$ cat config.mk
export PLATFORM = sky130hd
export DESIGN_NAME = bfp_core
export DESIGN_NICKNAME = d
export VERILOG_FILES = /design/src/core/bfp_pkg.sv /design/src/core/bfp_core.sv
export SDC_FILE = /design/constraint.sdc
export NUM_CORES = 1
export LEC_CHECK = 0
export BUFFER_PORTS_ARGS = -buffer_cell sky130_fd_sc_hd__buf_2
export CAP_MARGIN = 20
export CORE_MARGIN = 1
export CORE_UTILIZATION = 45
export CTS_CLUSTER_DIAMETER = 30
export CTS_CLUSTER_SIZE = 14
export DETAILED_ROUTE_END_ITERATION = 10
export GPL_ROUTABILITY_DRIVEN = 0
export PLACE_DENSITY = 0.76
export SKIP_LAST_GASP = 1
export SYNTH_ARGS = -nofsm -noshare
export SYNTH_HDL_FRONTEND = slang
export SYNTH_SLANG_ARGS = --single-unit
$ cat constraint.sdc
create_clock -name aclk -period 3.25 [get_ports aclk]
set_clock_uncertainty 0.2 [all_clocks]
set_input_delay 0.1625 -clock aclk [delete_from_list [all_inputs] [get_ports aclk]]
set_output_delay 0.1625 -clock aclk [all_outputs]
set_load 0.05 [all_outputs]
$ cat src/core/bfp_pkg.sv
// constants and types shared by the boot flash protection block
package bfp_pkg;

  // ******************************
  // geometry defaults
  // ******************************
  localparam int BFP_ADDR_W     = 14;   // program word address bits
  localparam int BFP_PAGE_BITS  = 6;    // word-in-page field width
  localparam int BFP_BOOT_MIN   = 256;  // smallest boot section, words

  // ******************************
  // register byte offsets
  // ******************************
  localparam logic [7:0] BFP_OFF_PTR_LO = 8'h00;
  localparam logic [7:0] BFP_OFF_PTR_HI = 8'h04;
  localparam logic [7:0] BFP_OFF_CTRL   = 8'h08;
  localparam logic [7:0] BFP_OFF_STATUS = 8'h0c;
  localparam logic [7:0] BFP_OFF_OPADDR = 8'h10;

  // ******************************
  // field positions
  // ******************************
  localparam int BFP_CTRL_IVSEL  = 0;   // vectors sit in boot section
  localparam int BFP_LK_APP_LO   = 0;   // lock byte and status share these
  localparam int BFP_LK_APP_HI   = 1;
  localparam int BFP_LK_BOOT_LO  = 2;
  localparam int BFP_LK_BOOT_HI  = 3;
  localparam int BFP_LK_GEN_LSB  = 4;   // general lock pair, bits 5:4
  localparam int BFP_ST_PGM_REJ  = 8;   // sticky: store from app section
  localparam int BFP_ST_WR_BLK   = 9;   // sticky: write blocked by lock
  localparam int BFP_ST_RD_BLK   = 10;  // sticky: read blocked by lock
  localparam int BFP_ST_RSTFUSE  = 11;  // boot reset fuse level
  localparam int BFP_ST_IRQ_DIS  = 12;  // interrupts held off now

  // ******************************
  // reset values
  // ******************************
  localparam logic [5:0] BFP_LOCK_RST = 6'h3f;  // all unprogrammed
  localparam logic [7:0] BFP_PTR_RST  = 8'h00;
  localparam logic       BFP_CTRL_RST = 1'b0;

  // ******************************
  // bus answers and store operations
  // ******************************
  localparam logic [1:0] BFP_RESP_OKAY   = 2'b00;
  localparam logic [1:0] BFP_RESP_SLVERR = 2'b10;

  typedef enum logic [1:0] {
    BFP_OP_FILL    = 2'b00,
    BFP_OP_ERASE   = 2'b01,
    BFP_OP_WRITE   = 2'b10,
    BFP_OP_LOCKSET = 2'b11
  } bfp_pgm_op_t;

endpackage

$ cat src/core/bfp_core.sv
// boot flash protection: lock fields, section checks, pointer and op latch
//
// Our own choices: register access over AXI4-Lite and the register addresses.
`timescale 1ns/10ps

// Behaviour
// two independent lock pairs, application and boot
// locks only programmed; chip erase restores them
// general write lock ignored by store operations
// general read/write lock ignored by load/store
// app 11 free; app 10 blocks writes
// app 00 blocks writes and boot-side reads
// app 01 blocks only boot-side reads
// app read lock gates interrupts in app
// boot 11 free; boot 10 blocks writes
// boot 00 blocks writes and app-side reads
// boot 01 blocks only app-side reads
// boot read lock gates interrupts in boot
// reset fuse selects vector zero or boot
// processor cannot change any fuse
// operations addressed by sixteen-bit pointer register
// word address split into page, word fields
// software uses same page for erase, write
// target address latched when operation starts
// lock setting ignores pointer contents
// loads address bytes using pointer bit zero
// store accepted only from boot section
// section boundary follows boot size fuse
// page/word split is a design parameter
// blocked accesses suppressed, flash left unchanged
module bfp_core
  import bfp_pkg::*;
#(
  parameter int ADDR_W    = BFP_ADDR_W,
  parameter int PAGE_BITS = BFP_PAGE_BITS,
  parameter int BOOT_MIN  = BFP_BOOT_MIN
) (
  input  wire logic              aclk,
  input  wire logic              aresetn,
  input  wire logic              clk_en,
  // axi4-lite slave
  input  wire logic [7:0]        s_axi_awaddr,
  input  wire logic              s_axi_awvalid,
  output logic                   s_axi_awready,
  input  wire logic [31:0]       s_axi_wdata,
  input  wire logic [3:0]        s_axi_wstrb,
  input  wire logic              s_axi_wvalid,
  output logic                   s_axi_wready,
  output logic [1:0]             s_axi_bresp,
  output logic                   s_axi_bvalid,
  input  wire logic              s_axi_bready,
  input  wire logic [7:0]        s_axi_araddr,
  input  wire logic              s_axi_arvalid,
  output logic                   s_axi_arready,
  output logic [31:0]            s_axi_rdata,
  output logic [1:0]             s_axi_rresp,
  output logic                   s_axi_rvalid,
  input  wire logic              s_axi_rready,
  // core side
  input  wire logic [ADDR_W-1:0] exec_pc,
  input  wire logic              pgm_req,
  input  wire bfp_pgm_op_t       pgm_op,
  input  wire logic [7:0]        pgm_data,
  input  wire logic              lpm_req,
  // fuses and programming interface
  input  wire logic              boot_reset_select_fuse,
  input  wire logic [1:0]        boot_size_fuse,
  input  wire logic              chip_erase,
  input  wire logic              isp_lock_wr,
  input  wire logic [5:0]        isp_lock_data,
  // results
  output logic                   flash_op_start,
  output bfp_pgm_op_t            flash_op_code,
  output logic [ADDR_W-PAGE_BITS-1:0] page_select_field,
  output logic [PAGE_BITS-1:0]   word_in_page_field,
  output logic                   pgm_reject,
  output logic                   pgm_wr_block,
  output logic                   lpm_valid,
  output logic                   lpm_deny,
  output logic [ADDR_W:0]        lpm_addr,
  output logic [5:0]             lock_bits,
  output logic                   irq_disable,
  output logic [ADDR_W-1:0]      reset_vector
);

  localparam logic [ADDR_W:0] FLASH_WORDS = (ADDR_W+1)'(1) << ADDR_W;

  // ******************************
  // section decode
  // ******************************

  // boot start moves with the size fuse: 11 smallest, 00 largest
  function automatic logic [ADDR_W-1:0] boot_start(input logic [1:0] sz);
    logic [ADDR_W:0] span;
    span = (ADDR_W+1)'(BOOT_MIN) << (2'd3 - sz);
    return ADDR_W'(FLASH_WORDS - span);
  endfunction

  function automatic logic in_boot(input logic [ADDR_W-1:0] a, input logic [1:0] sz);
    return a >= boot_start(sz);
  endfunction

  logic [7:0]        pointer_low_byte_r;
  logic [7:0]        pointer_high_byte_r;
  logic              ivsel_r;
  logic [5:0]        lock_r;
  logic [2:0]        sticky_r;
  logic [15:0]       pointer;
  logic [ADDR_W-1:0] tgt_word;
  logic              exec_boot;
  logic              tgt_boot;
  logic              app_lock_lo;
  logic              app_lock_hi;
  logic              boot_lock_lo;
  logic              boot_lock_hi;
  logic [1:0]        app_lock_field;
  logic [1:0]        boot_lock_field;

  // pointer and section of the instruction and of its target
  assign pointer         = {pointer_high_byte_r, pointer_low_byte_r};
  assign tgt_word        = pointer[ADDR_W:1];
  assign exec_boot       = in_boot(exec_pc, boot_size_fuse);
  assign tgt_boot        = in_boot(tgt_word, boot_size_fuse);
  assign app_lock_lo     = lock_r[BFP_LK_APP_LO];
  assign app_lock_hi     = lock_r[BFP_LK_APP_HI];
  assign boot_lock_lo    = lock_r[BFP_LK_BOOT_LO];
  assign boot_lock_hi    = lock_r[BFP_LK_BOOT_HI];
  assign app_lock_field  = {app_lock_hi, app_lock_lo};
  assign boot_lock_field = {boot_lock_hi, boot_lock_lo};

  // ******************************
  // store and load checks
  // ******************************
  logic pgm_fire;
  logic pgm_from_app;
  logic is_prog;
  logic wr_locked;
  logic op_take;
  logic lock_take;
  logic wr_blk_ev;
  logic rd_blk;
  logic lpm_fire;

  // a low lock bit blocks writes; general lock pair is not consulted
  assign pgm_fire     = clk_en & pgm_req;
  assign pgm_from_app = !exec_boot;
  assign is_prog      = (pgm_op == BFP_OP_ERASE) | (pgm_op == BFP_OP_WRITE);
  assign wr_locked    = tgt_boot ? !boot_lock_lo : !app_lock_lo;         // see see
  assign op_take      = pgm_fire & exec_boot & ((pgm_op == BFP_OP_FILL) | (is_prog & !wr_locked));
  assign lock_take    = pgm_fire & exec_boot & (pgm_op == BFP_OP_LOCKSET);
  assign wr_blk_ev    = pgm_fire & exec_boot & is_prog & wr_locked;

  // cross-section reads blocked by the high lock bit of the target
  assign lpm_fire = clk_en & lpm_req;
  assign rd_blk   = (tgt_boot & !exec_boot & !boot_lock_hi)              // see
                  | (!tgt_boot & exec_boot & !app_lock_hi);              // see see

  // ******************************
  // lock bits
  // ******************************

  // bits only fall; chip erase raises all, a same-cycle program still wins
  always_ff @(posedge aclk) begin
    if (!aresetn) begin
      lock_r <= BFP_LOCK_RST;
    end else if (clk_en) begin
      lock_r <= (chip_erase ? BFP_LOCK_RST : lock_r)
              & (isp_lock_wr ? isp_lock_data : BFP_LOCK_RST)
              & (lock_take ? pgm_data[5:0] : BFP_LOCK_RST);
    end
  end

  // ******************************
  // operation latch
  // ******************************

  // target fields frozen at start, pointer free afterwards
  always_ff @(posedge aclk) begin
    if (!aresetn) begin
      flash_op_start     <= 1'b0;
      flash_op_code      <= BFP_OP_FILL;
      page_select_field  <= '0;
      word_in_page_field <= '0;
    end else if (clk_en) begin
      flash_op_start <= op_take;
      if (op_take) begin
        flash_op_code      <= pgm_op;
        page_select_field  <= tgt_word[ADDR_W-1:PAGE_BITS];              // see
        word_in_page_field <= tgt_word[PAGE_BITS-1:0];
      end
    end
  end

  // reject pulses for the core
  always_ff @(posedge aclk) begin
    if (!aresetn) begin
      pgm_reject   <= 1'b0;
      pgm_wr_block <= 1'b0;
    end else if (clk_en) begin
      pgm_reject   <= pgm_req & pgm_from_app;
      pgm_wr_block <= wr_blk_ev;
    end
  end

  // load result: byte address or deny
  always_ff @(posedge aclk) begin
    if (!aresetn) begin
      lpm_valid <= 1'b0;
      lpm_deny  <= 1'b0;
      lpm_addr  <= '0;
    end else if (clk_en) begin
      lpm_valid <= lpm_req & !rd_blk;
      lpm_deny  <= lpm_req & rd_blk;
      if (lpm_req & !rd_blk) begin
        lpm_addr <= pointer[ADDR_W:0];
      end
    end
  end

  // ******************************
  // interrupt gate and reset vector
  // ******************************

  // fuses are inputs only; nothing here can write them
  always_ff @(posedge aclk) begin
    if (!aresetn) begin
      irq_disable  <= 1'b0;
      reset_vector <= '0;
    end else if (clk_en) begin
      irq_disable  <= (!exec_boot & !app_lock_hi & ivsel_r)
                    | (exec_boot & !boot_lock_hi & !ivsel_r);
      reset_vector <= boot_reset_select_fuse ? '0 : boot_start(boot_size_fuse); // see
    end
  end

  assign lock_bits = lock_r;

  // ******************************
  // axi4-lite write channel
  // ******************************
  logic       aw_held_r;
  logic [7:0] awaddr_r;
  logic       w_held_r;
  logic [7:0] wbyte_r;
  logic [2:0] wlow_r;
  logic       wstrb0_r;
  logic       do_wr;
  logic       wr_hit;

  assign s_axi_awready = clk_en & !aw_held_r & !s_axi_bvalid;
  assign s_axi_wready  = clk_en & !w_held_r & !s_axi_bvalid;
  assign do_wr         = clk_en & aw_held_r & w_held_r & !s_axi_bvalid;
  assign wr_hit        = (awaddr_r == BFP_OFF_PTR_LO) | (awaddr_r == BFP_OFF_PTR_HI)
                       | (awaddr_r == BFP_OFF_CTRL) | (awaddr_r == BFP_OFF_STATUS);

  // address and data taken in either order, answer once both held
  always_ff @(posedge aclk) begin
    if (!aresetn) begin
      aw_held_r    <= 1'b0;
      awaddr_r     <= '0;
      w_held_r     <= 1'b0;
      wbyte_r      <= '0;
      wlow_r       <= '0;
      wstrb0_r     <= 1'b0;
      s_axi_bvalid <= 1'b0;
      s_axi_bresp  <= BFP_RESP_OKAY;
    end else if (clk_en) begin
      if (s_axi_awvalid & s_axi_awready) begin
        aw_held_r <= 1'b1;
        awaddr_r  <= {s_axi_awaddr[7:2], 2'b00};
      end
      if (s_axi_wvalid & s_axi_wready) begin
        w_held_r <= 1'b1;
        wbyte_r  <= s_axi_wdata[7:0];
        wlow_r   <= {s_axi_wdata[BFP_ST_RD_BLK], s_axi_wdata[BFP_ST_WR_BLK], s_axi_wdata[BFP_ST_PGM_REJ]};
        wstrb0_r <= s_axi_wstrb[0];
      end
      if (do_wr) begin
        aw_held_r    <= 1'b0;
        w_held_r     <= 1'b0;
        s_axi_bvalid <= 1'b1;
        s_axi_bresp  <= wr_hit ? BFP_RESP_OKAY : BFP_RESP_SLVERR;
      end else if (s_axi_bvalid & s_axi_bready) begin
        s_axi_bvalid <= 1'b0;
      end
    end
  end

  // pointer bytes and control bit under byte lane 0
  always_ff @(posedge aclk) begin
    if (!aresetn) begin
      pointer_low_byte_r  <= BFP_PTR_RST;
      pointer_high_byte_r <= BFP_PTR_RST;
      ivsel_r             <= BFP_CTRL_RST;
    end else if (do_wr & wstrb0_r) begin
      if (awaddr_r == BFP_OFF_PTR_LO) pointer_low_byte_r <= wbyte_r;
      if (awaddr_r == BFP_OFF_PTR_HI) pointer_high_byte_r <= wbyte_r;
      if (awaddr_r == BFP_OFF_CTRL)   ivsel_r <= wbyte_r[BFP_CTRL_IVSEL];
    end
  end

  // sticky event flags, write one clears, a new event wins
  always_ff @(posedge aclk) begin
    if (!aresetn) begin
      sticky_r <= '0;
    end else if (clk_en) begin
      sticky_r <= (sticky_r & ~((do_wr & (awaddr_r == BFP_OFF_STATUS)) ? wlow_r : 3'h0))
                | {lpm_fire & rd_blk, wr_blk_ev, pgm_fire & pgm_from_app};
    end
  end

  // ******************************
  // axi4-lite read channel
  // ******************************
  logic [31:0] rd_word;
  logic        rd_hit;

  // read mux; unmapped offsets give zero and slverr
  always_comb begin
    rd_word = '0;
    rd_hit  = 1'b1;
    unique case ({s_axi_araddr[7:2], 2'b00})
      BFP_OFF_PTR_LO: rd_word[7:0] = pointer_low_byte_r;
      BFP_OFF_PTR_HI: rd_word[7:0] = pointer_high_byte_r;
      BFP_OFF_CTRL:   rd_word[BFP_CTRL_IVSEL] = ivsel_r;
      BFP_OFF_STATUS: begin
        rd_word[5:0]                           = lock_r;
        rd_word[BFP_ST_RD_BLK:BFP_ST_PGM_REJ]  = sticky_r;
        rd_word[BFP_ST_RSTFUSE]                = boot_reset_select_fuse;
        rd_word[BFP_ST_IRQ_DIS]                = irq_disable;
      end
      BFP_OFF_OPADDR: rd_word[ADDR_W-1:0] = {page_select_field, word_in_page_field};
      default:        rd_hit = 1'b0;
    endcase
  end

  assign s_axi_arready = clk_en & !s_axi_rvalid;

  // one read in flight, answered the edge after the address
  always_ff @(posedge aclk) begin
    if (!aresetn) begin
      s_axi_rvalid <= 1'b0;
      s_axi_rdata  <= '0;
      s_axi_rresp  <= BFP_RESP_OKAY;
    end else if (clk_en) begin
      if (s_axi_arvalid & s_axi_arready) begin
        s_axi_rvalid <= 1'b1;
        s_axi_rdata  <= rd_word;
        s_axi_rresp  <= rd_hit ? BFP_RESP_OKAY : BFP_RESP_SLVERR;
      end else if (s_axi_rready) begin
        s_axi_rvalid <= 1'b0;
      end
    end
  end
endmodule

Word-level counts from Yosys, hierarchy flattened --
Cells that the tools add are included.
Operators by class: $add $sub $neg 2, multiply operators 0, divide/modulo/power cells 0, $lt $le $gt $ge 2, equality and inequality tests 10, shifts and indexed selects 1, muxes and demuxes 22, bitwise logic cells 47, reduce and logical (&&, ||, !) cells 34
Operators by type and width (count):
- $and A1 B1 Y1 | 35
- $ge A14 B14 Y1 | 2
- $reduce_and A2 Y1 | 13
- $eq A6 B2 Y1 const B | 4
- $pmux W5 S4 | 1
- $mux W6 | 3
- $mux W14 | 1
- $shl A9 B2 Y14 const A | 1
- $sub A1 B14 Y14 const A | 1
- $logic_not A1 Y1 | 13
- $and A6 B6 Y6 | 2
- $eq A6 B1 Y1 const B | 2
- $mux W1 | 11
- $pmux W5 S2 | 1
- $logic_not A8 Y1 | 1
- $reduce_bool A2 Y1 | 4
- $or A1 B1 Y1 | 7
- $eq A6 B3 Y1 const B | 1
- $logic_not A6 Y1 | 1
- $pmux W2 S3 | 1
- $pmux W1 S5 | 1
- $reduce_or A5 Y1 | 1
- $eq A2 B2 Y1 const B | 2
- $mux W2 | 2
- 7 further kinds | 7
Word-level totals: register bits 117, latch bits 0, RAM bits 0, bits in read-only memories 0, input port bits 97, logic and storage cells 145, memories kept 0

Depth between registers and ports, before layout --
depth after elaboration 11, gate-level depth with buffers 12

Worst setup path after synthesis --
No wires, ideal clock.
kind reg-to-reg, from reg s_axi_rvalid, to reg s_axi_rdata[6], data arrival time 2.361 ns, required time 2.980 ns, path slack 0.618 ns, stages on the path, launching flop included 8, buffers on the path 1, clock period less this slack 2.632 ns, cell sequence dfxtp_1 -> nor2b_1 -> and2_1 -> buf_2 -> nand2_1 -> a21o_1 -> or3_1 -> a21oi_1
On the way: cells in the longest elaborated chain, start to end 4
Ends and longest elaborated chain:
- start: declaration | RTL line bfp_core.sv:57 | output logic s_axi_rvalid,
- start signal: assignment | RTL line bfp_core.sv:342 | s_axi_rvalid <= 1'b0;
- start signal: assignment | RTL line bfp_core.sv:347 | s_axi_rvalid <= 1'b1;
- start signal: assignment | RTL line bfp_core.sv:351 | s_axi_rvalid <= 1'b0;
- $logic_not A1 Y1 | RTL line bfp_core.sv:337 | assign s_axi_arready = clk_en & !s_axi_rvalid;
- $and A1 B1 Y1 | RTL line bfp_core.sv:337
- via s_axi_arready | RTL line bfp_core.sv:54 | output logic s_axi_arready,
- $and A1 B1 Y1 | RTL line bfp_core.sv:346 | if (s_axi_arvalid & s_axi_arready) begin
- $reduce_and A2 Y1 (no source line)
- end signal: assignment | RTL line bfp_core.sv:348 | s_axi_rdata <= rd_word;
- end: declaration | RTL line bfp_core.sv:55 | output logic [31:0] s_axi_rdata,
The timed path passes the listed nets, and every way through them passes these cells. A chain may end at the register's enable or synchronous reset.

Final worst setup path --
from in boot_size_fuse[1], to reg lpm_addr[1]
On the way: cells in the longest elaborated chain, start to end 11, elaborated cells between the ends (all ways) 15
Ends and longest elaborated chain:
- start: declaration | RTL line bfp_core.sv:67 | input wire logic [1:0] boot_size_fuse,
- $sub A2 B2 Y2 (*) | RTL line bfp_core.sv:95 | span = (ADDR_W+1)'(BOOT_MIN) << (2'd3 - sz);
- $shl A9 B2 Y14 (*) | RTL line bfp_core.sv:95
- $sub A1 B14 Y14 (*) | RTL line bfp_core.sv:96 | return ADDR_W'(FLASH_WORDS - span);
- $ge A14 B14 Y1 | RTL line bfp_core.sv:100 | return a >= boot_start(sz);
- $logic_not A1 Y1, on equally long branches | RTL line bfp_core.sv:155, bfp_core.sv:156
- $and A1 B1 Y1, on equally long branches (2 in a row) | RTL line bfp_core.sv:155, bfp_core.sv:156
- $or A1 B1 Y1 (*) | RTL line bfp_core.sv:156 | | (!tgt_boot & exec_boot & !app_lock_hi);
- $logic_not A1 Y1 (*) | RTL line bfp_core.sv:214 | if (lpm_req & !rd_blk) begin
- $and A1 B1 Y1 (*) | RTL line bfp_core.sv:214
- $reduce_and A2 Y1 (no source line) (*)
- end signal: assignment | RTL line bfp_core.sv:215 | lpm_addr <= pointer[ADDR_W:0];
- end: declaration | RTL line bfp_core.sv:80 | output logic [ADDR_W:0] lpm_addr,
Mark *: on every way between the ends. The rest lies on a longest branch, timed or not.

==> metrics.md <==
| Metric | Value |
|---|---|
| Top FF cell, synth | `dfxtp_1` |
| Synth top area share | `between 40% and 50%` |
| Worst path max stage delay | `about 0.84 ns` |
| Final clock period utilization by the worst path | `between 80 and 90%` |
| Vias in the first global route | `around 4200` |
| TritonCTS Buffers | `9` |
| IO Count | `just under 200` |
| Most numerous cell in the Yosys netlist | `nand2_1` |
| Top delay family on crit path | `simple AND/OR/NAND/NOR gates` |
| H-Tree Depth | `3` |
| Worst skew pair latency | `0.36 ns` |
| Post-synthesis sequential area ratio | `between 40% and 50%` |
| First-pass iteration count of the detailed router | `7` |
| Cells after synthesis | `between 500 and 600` |
| RR Startpoint | `pointer_high_byte_r[1]$_SDFFE_PN0P_` |
| Initial DRC Count | `273` |
| Crit-path max FO | `16` |
| Final setup viols | `0` |
| Top post-synthesis cells by area | `dfxtp_1 (45%), mux2i_1 (10%), nand2_1 (9.3%)` |
| Overall die area | `around 11000 um^2` |
| Status | `completed` |
| Layout cells sized above 1 | `around 22%` |
| Least-Margin Pin Slew | `1.016 ns` |
| GRT Util Overall | `between 20% and 30%` |
| Final ANT Viol Nets | `0` |
| Clock slew at reported path FFs | `0.11 ns` |
| Routed WL | `approximately 13000 um` |
| Setup TNS after final layout | `0 ns` |
| CP bufs+invs | `2` |
| Crit path time final | `between 2 and 3 ns` |
| Wire length per cell | `approximately 15 um` |
| Crit Reg-Reg Endpoint | `lpm_addr[1]$_SDFFE_PN0P_` |
| Syn. warnings | `0` |
| Critical Path Source | `boot_size_fuse[1]` |
| Largest net degree at the start of global routing | `41` |
| Vias | `4346` |
| Largest area contributor in the netlist | `dfxtp_1` |
| R2R depth | `7` |
| WP depth | `11` |
| Max VDD drop | `about 0.26 mV` |
| CP Class | `in2reg` |
| Final Cell Area | `around 6000 um^2` |
| CTS tree | `yes` |
| Post_cts resized | `0` |
| Overflow left after global routing | `0` |
| R2R Setup Slk | `between 0.4 and 0.5 ns` |
| Drt drc | `0` |
| DPL Wire Length | `9297 um` |
| Synth cell types | `52` |
| Pwr/cell area | `between 400 and 500 nW/um^2` |
| Cell repeated most along the worst path | `ha_1` |
| Post-synth EDFFs | `0` |
| Max Transition Viols Final | `0` |
| Max_slew headroom | `32.02%` |
| Die Width | `104.4 um` |
| Worst setup endpoint | `lpm_addr[1]$_SDFFE_PN0P_` |
| Worst min path class | `in2reg` |
| Fmax | `between 300 and 400 MHz` |
| Max_cap viols | `0` |
| CTS root buf | `clkbuf_8` |
| Ys async rst share | `0%` |
| Die H | `about 100 um` |
| Bufs on Longest Clock Path | `2` |
| Slowest CP cell | `nor3_4` |
| Port bufs | `128` |
| Setup crit end kind | `register` |
| Placed inst area | `roughly 5300 um^2` |
| Core ar. | `slightly above 10000 um^2` |
| Syn Std Cell Area | `approximately 4700 um^2` |
| Synthesis-stage register bit count | `between 100 and 150` |
| Critical Path RT | `between 3 and 4 ns` |
| First-pass GRT wire length | `between 20000 and 25000 um` |
| Synthesized area per cell | `a little under 9 um^2` |
| # nets final | `about 800` |
| Clock sink count | `107` |
| RSZ-0062 raised after global routing | `false` |
| Worst path cell trace | `buf_2 > nand2_1 > ha_1 > inv_1 > ha_1 > o211a_1 > a211oi_2 > o21ai_2 > nor3_1 > nor3_4 > mux2i_1` |
| Ant. Diodes | `0` |
| Final Hold Viols | `0` |
| Synthesis-to-finish area growth | `25.03%` |
| Critical Path AT | `between 2 and 3 ns` |
| P_leak | `around 0.0026 uW` |
| Initial antenna violation count | `0` |
| Initial Utilization | `between 40% and 50%` |
| # rows | `37` |
| Vias per cell | `roughly 5.2` |
| Worst setup SP type | `primary input` |
| Synth top cells by count | `nand2_1 (117), dfxtp_1 (107), mux2i_1 (49), nor2_1 (47), a21oi_1 (40)` |
where the power goes:
part | internal (uW) | switching, uW | total (uW)
clock network | 277 | 454 | 730
logic | 134 | 287 | 421
registers | 1340 | 28.0 | 1370
total | 1750 | 769 | 2520
routing by layer:
metal  global-route usage, %  part of all wire, %  vias to the layer above
met2                   39.55                   48                      201
met1                   30.70                   43                     2002
li1                        -                    -                     2120
met3                   2.882                  6.5                       23
met4                   10.00                  2.1                        0
met5                       0                    0                        -
state kept, by name, indices dropped and copies added (netlist names), 2 cells and up:
name and flops:
word_in_page_field 6, sticky_r 3, wlow_r 3, lpm_addr 15, s_axi_rdata 14, reset_vector 6, flash_op_code 2, pointer_high_byte_r 8
page_select_field 8, pointer_low_byte_r 8, lock_bits 6, awaddr_r 6, wbyte_r 8
area by class of cell:
type | count | area, um^2
clock inverter | 6 | 40.04
sequential | 107 | 2142
inverter | 11 | 41.29
timing repair buffer | 172 | 1069
tap | 136 | 170.2
multi-input combinational | 393 | 2315
clock buffer | 9 | 123.9
fill | 927 | 4330
metrics by stage:
step | total power, uW | cells | util (%) | hold slack (ns) | worst slack [ns]
after floorplan | 1703 | 567 | - | 0.09846 | 0.6182
after global placement | 1769 | 780 | 52.26 | 0.1973 | 0.1861
after detailed placement | 1779 | 780 | 52.26 | 0.2047 | 0.06841
after CTS | 2522 | 834 | 57.67 | 0.02186 | 0.4284
after global routing | 2630 | 834 | 57.67 | 0.07083 | 0.2297
final | 2523 | 834 | 57.67 | 0.03581 | 0.4700
worst register-to-register path, stage by stage, from the launching register on:
cell and delay [ns]:
dfxtp_1 0.47, ha_1 0.28, o211ai_1 0.16, nand2_1 0.08, a41oi_2 0.28, nor3_1 0.13, nor3_4 0.84, mux2i_1 0.28
logic make-up after synthesis:
group	synth area share, %
buf+inv	7.953
compound gates	13.41
fa+ha+maj	2.916
simple gates	19.38
other cells	0.07946
mux	10.87
flops	45.39
cell usage in the layout (no fill, tap or decap), types with 5 or more instances in the layout:
cell type,instances
a221oi_1,5
conb_1,30
mux2i_1,49
nor2_1,47
nor2b_1,5
nand2_1,117
nor3_1,10
buf_2,128
buf_4,5
dlygate4sd3_1,39
a21oi_1,40
o21ai_0,7
clkbuf_8,9
inv_1,9
o221ai_1,8
a222oi_1,7
o21a_1,6
dfxtp_1,107
ha_1,11
a22o_1,5
worst min path at each step:
stage,start,endpoint,slack [ns],cells past startpoint
6_report,boot_size_fuse[1],reset_vector[12]$_SDFFE_PN0P_,0.04,4
5_1_grt,boot_size_fuse[1],reset_vector[12]$_SDFFE_PN0P_,0.07,4
4_1_cts,boot_size_fuse[1],reset_vector[12]$_SDFFE_PN0P_,0.02,4
3_5_place_dp,s_axi_awaddr[3],awaddr_r[3]$_SDFFE_PN0P_,0.20,3
3_3_place_gp,s_axi_awaddr[3],awaddr_r[3]$_SDFFE_PN0P_,0.20,3
2_1_floorplan,s_axi_wdata[9],wlow_r[1]$_SDFFE_PN0P_,0.1,2
what timing repair did:
action                    CTS  global route
hold buffers               39             0
setup buffers               0             0
hold endpoints to repair   32             0
Note: power is estimated with default switching activity, not from simulation.
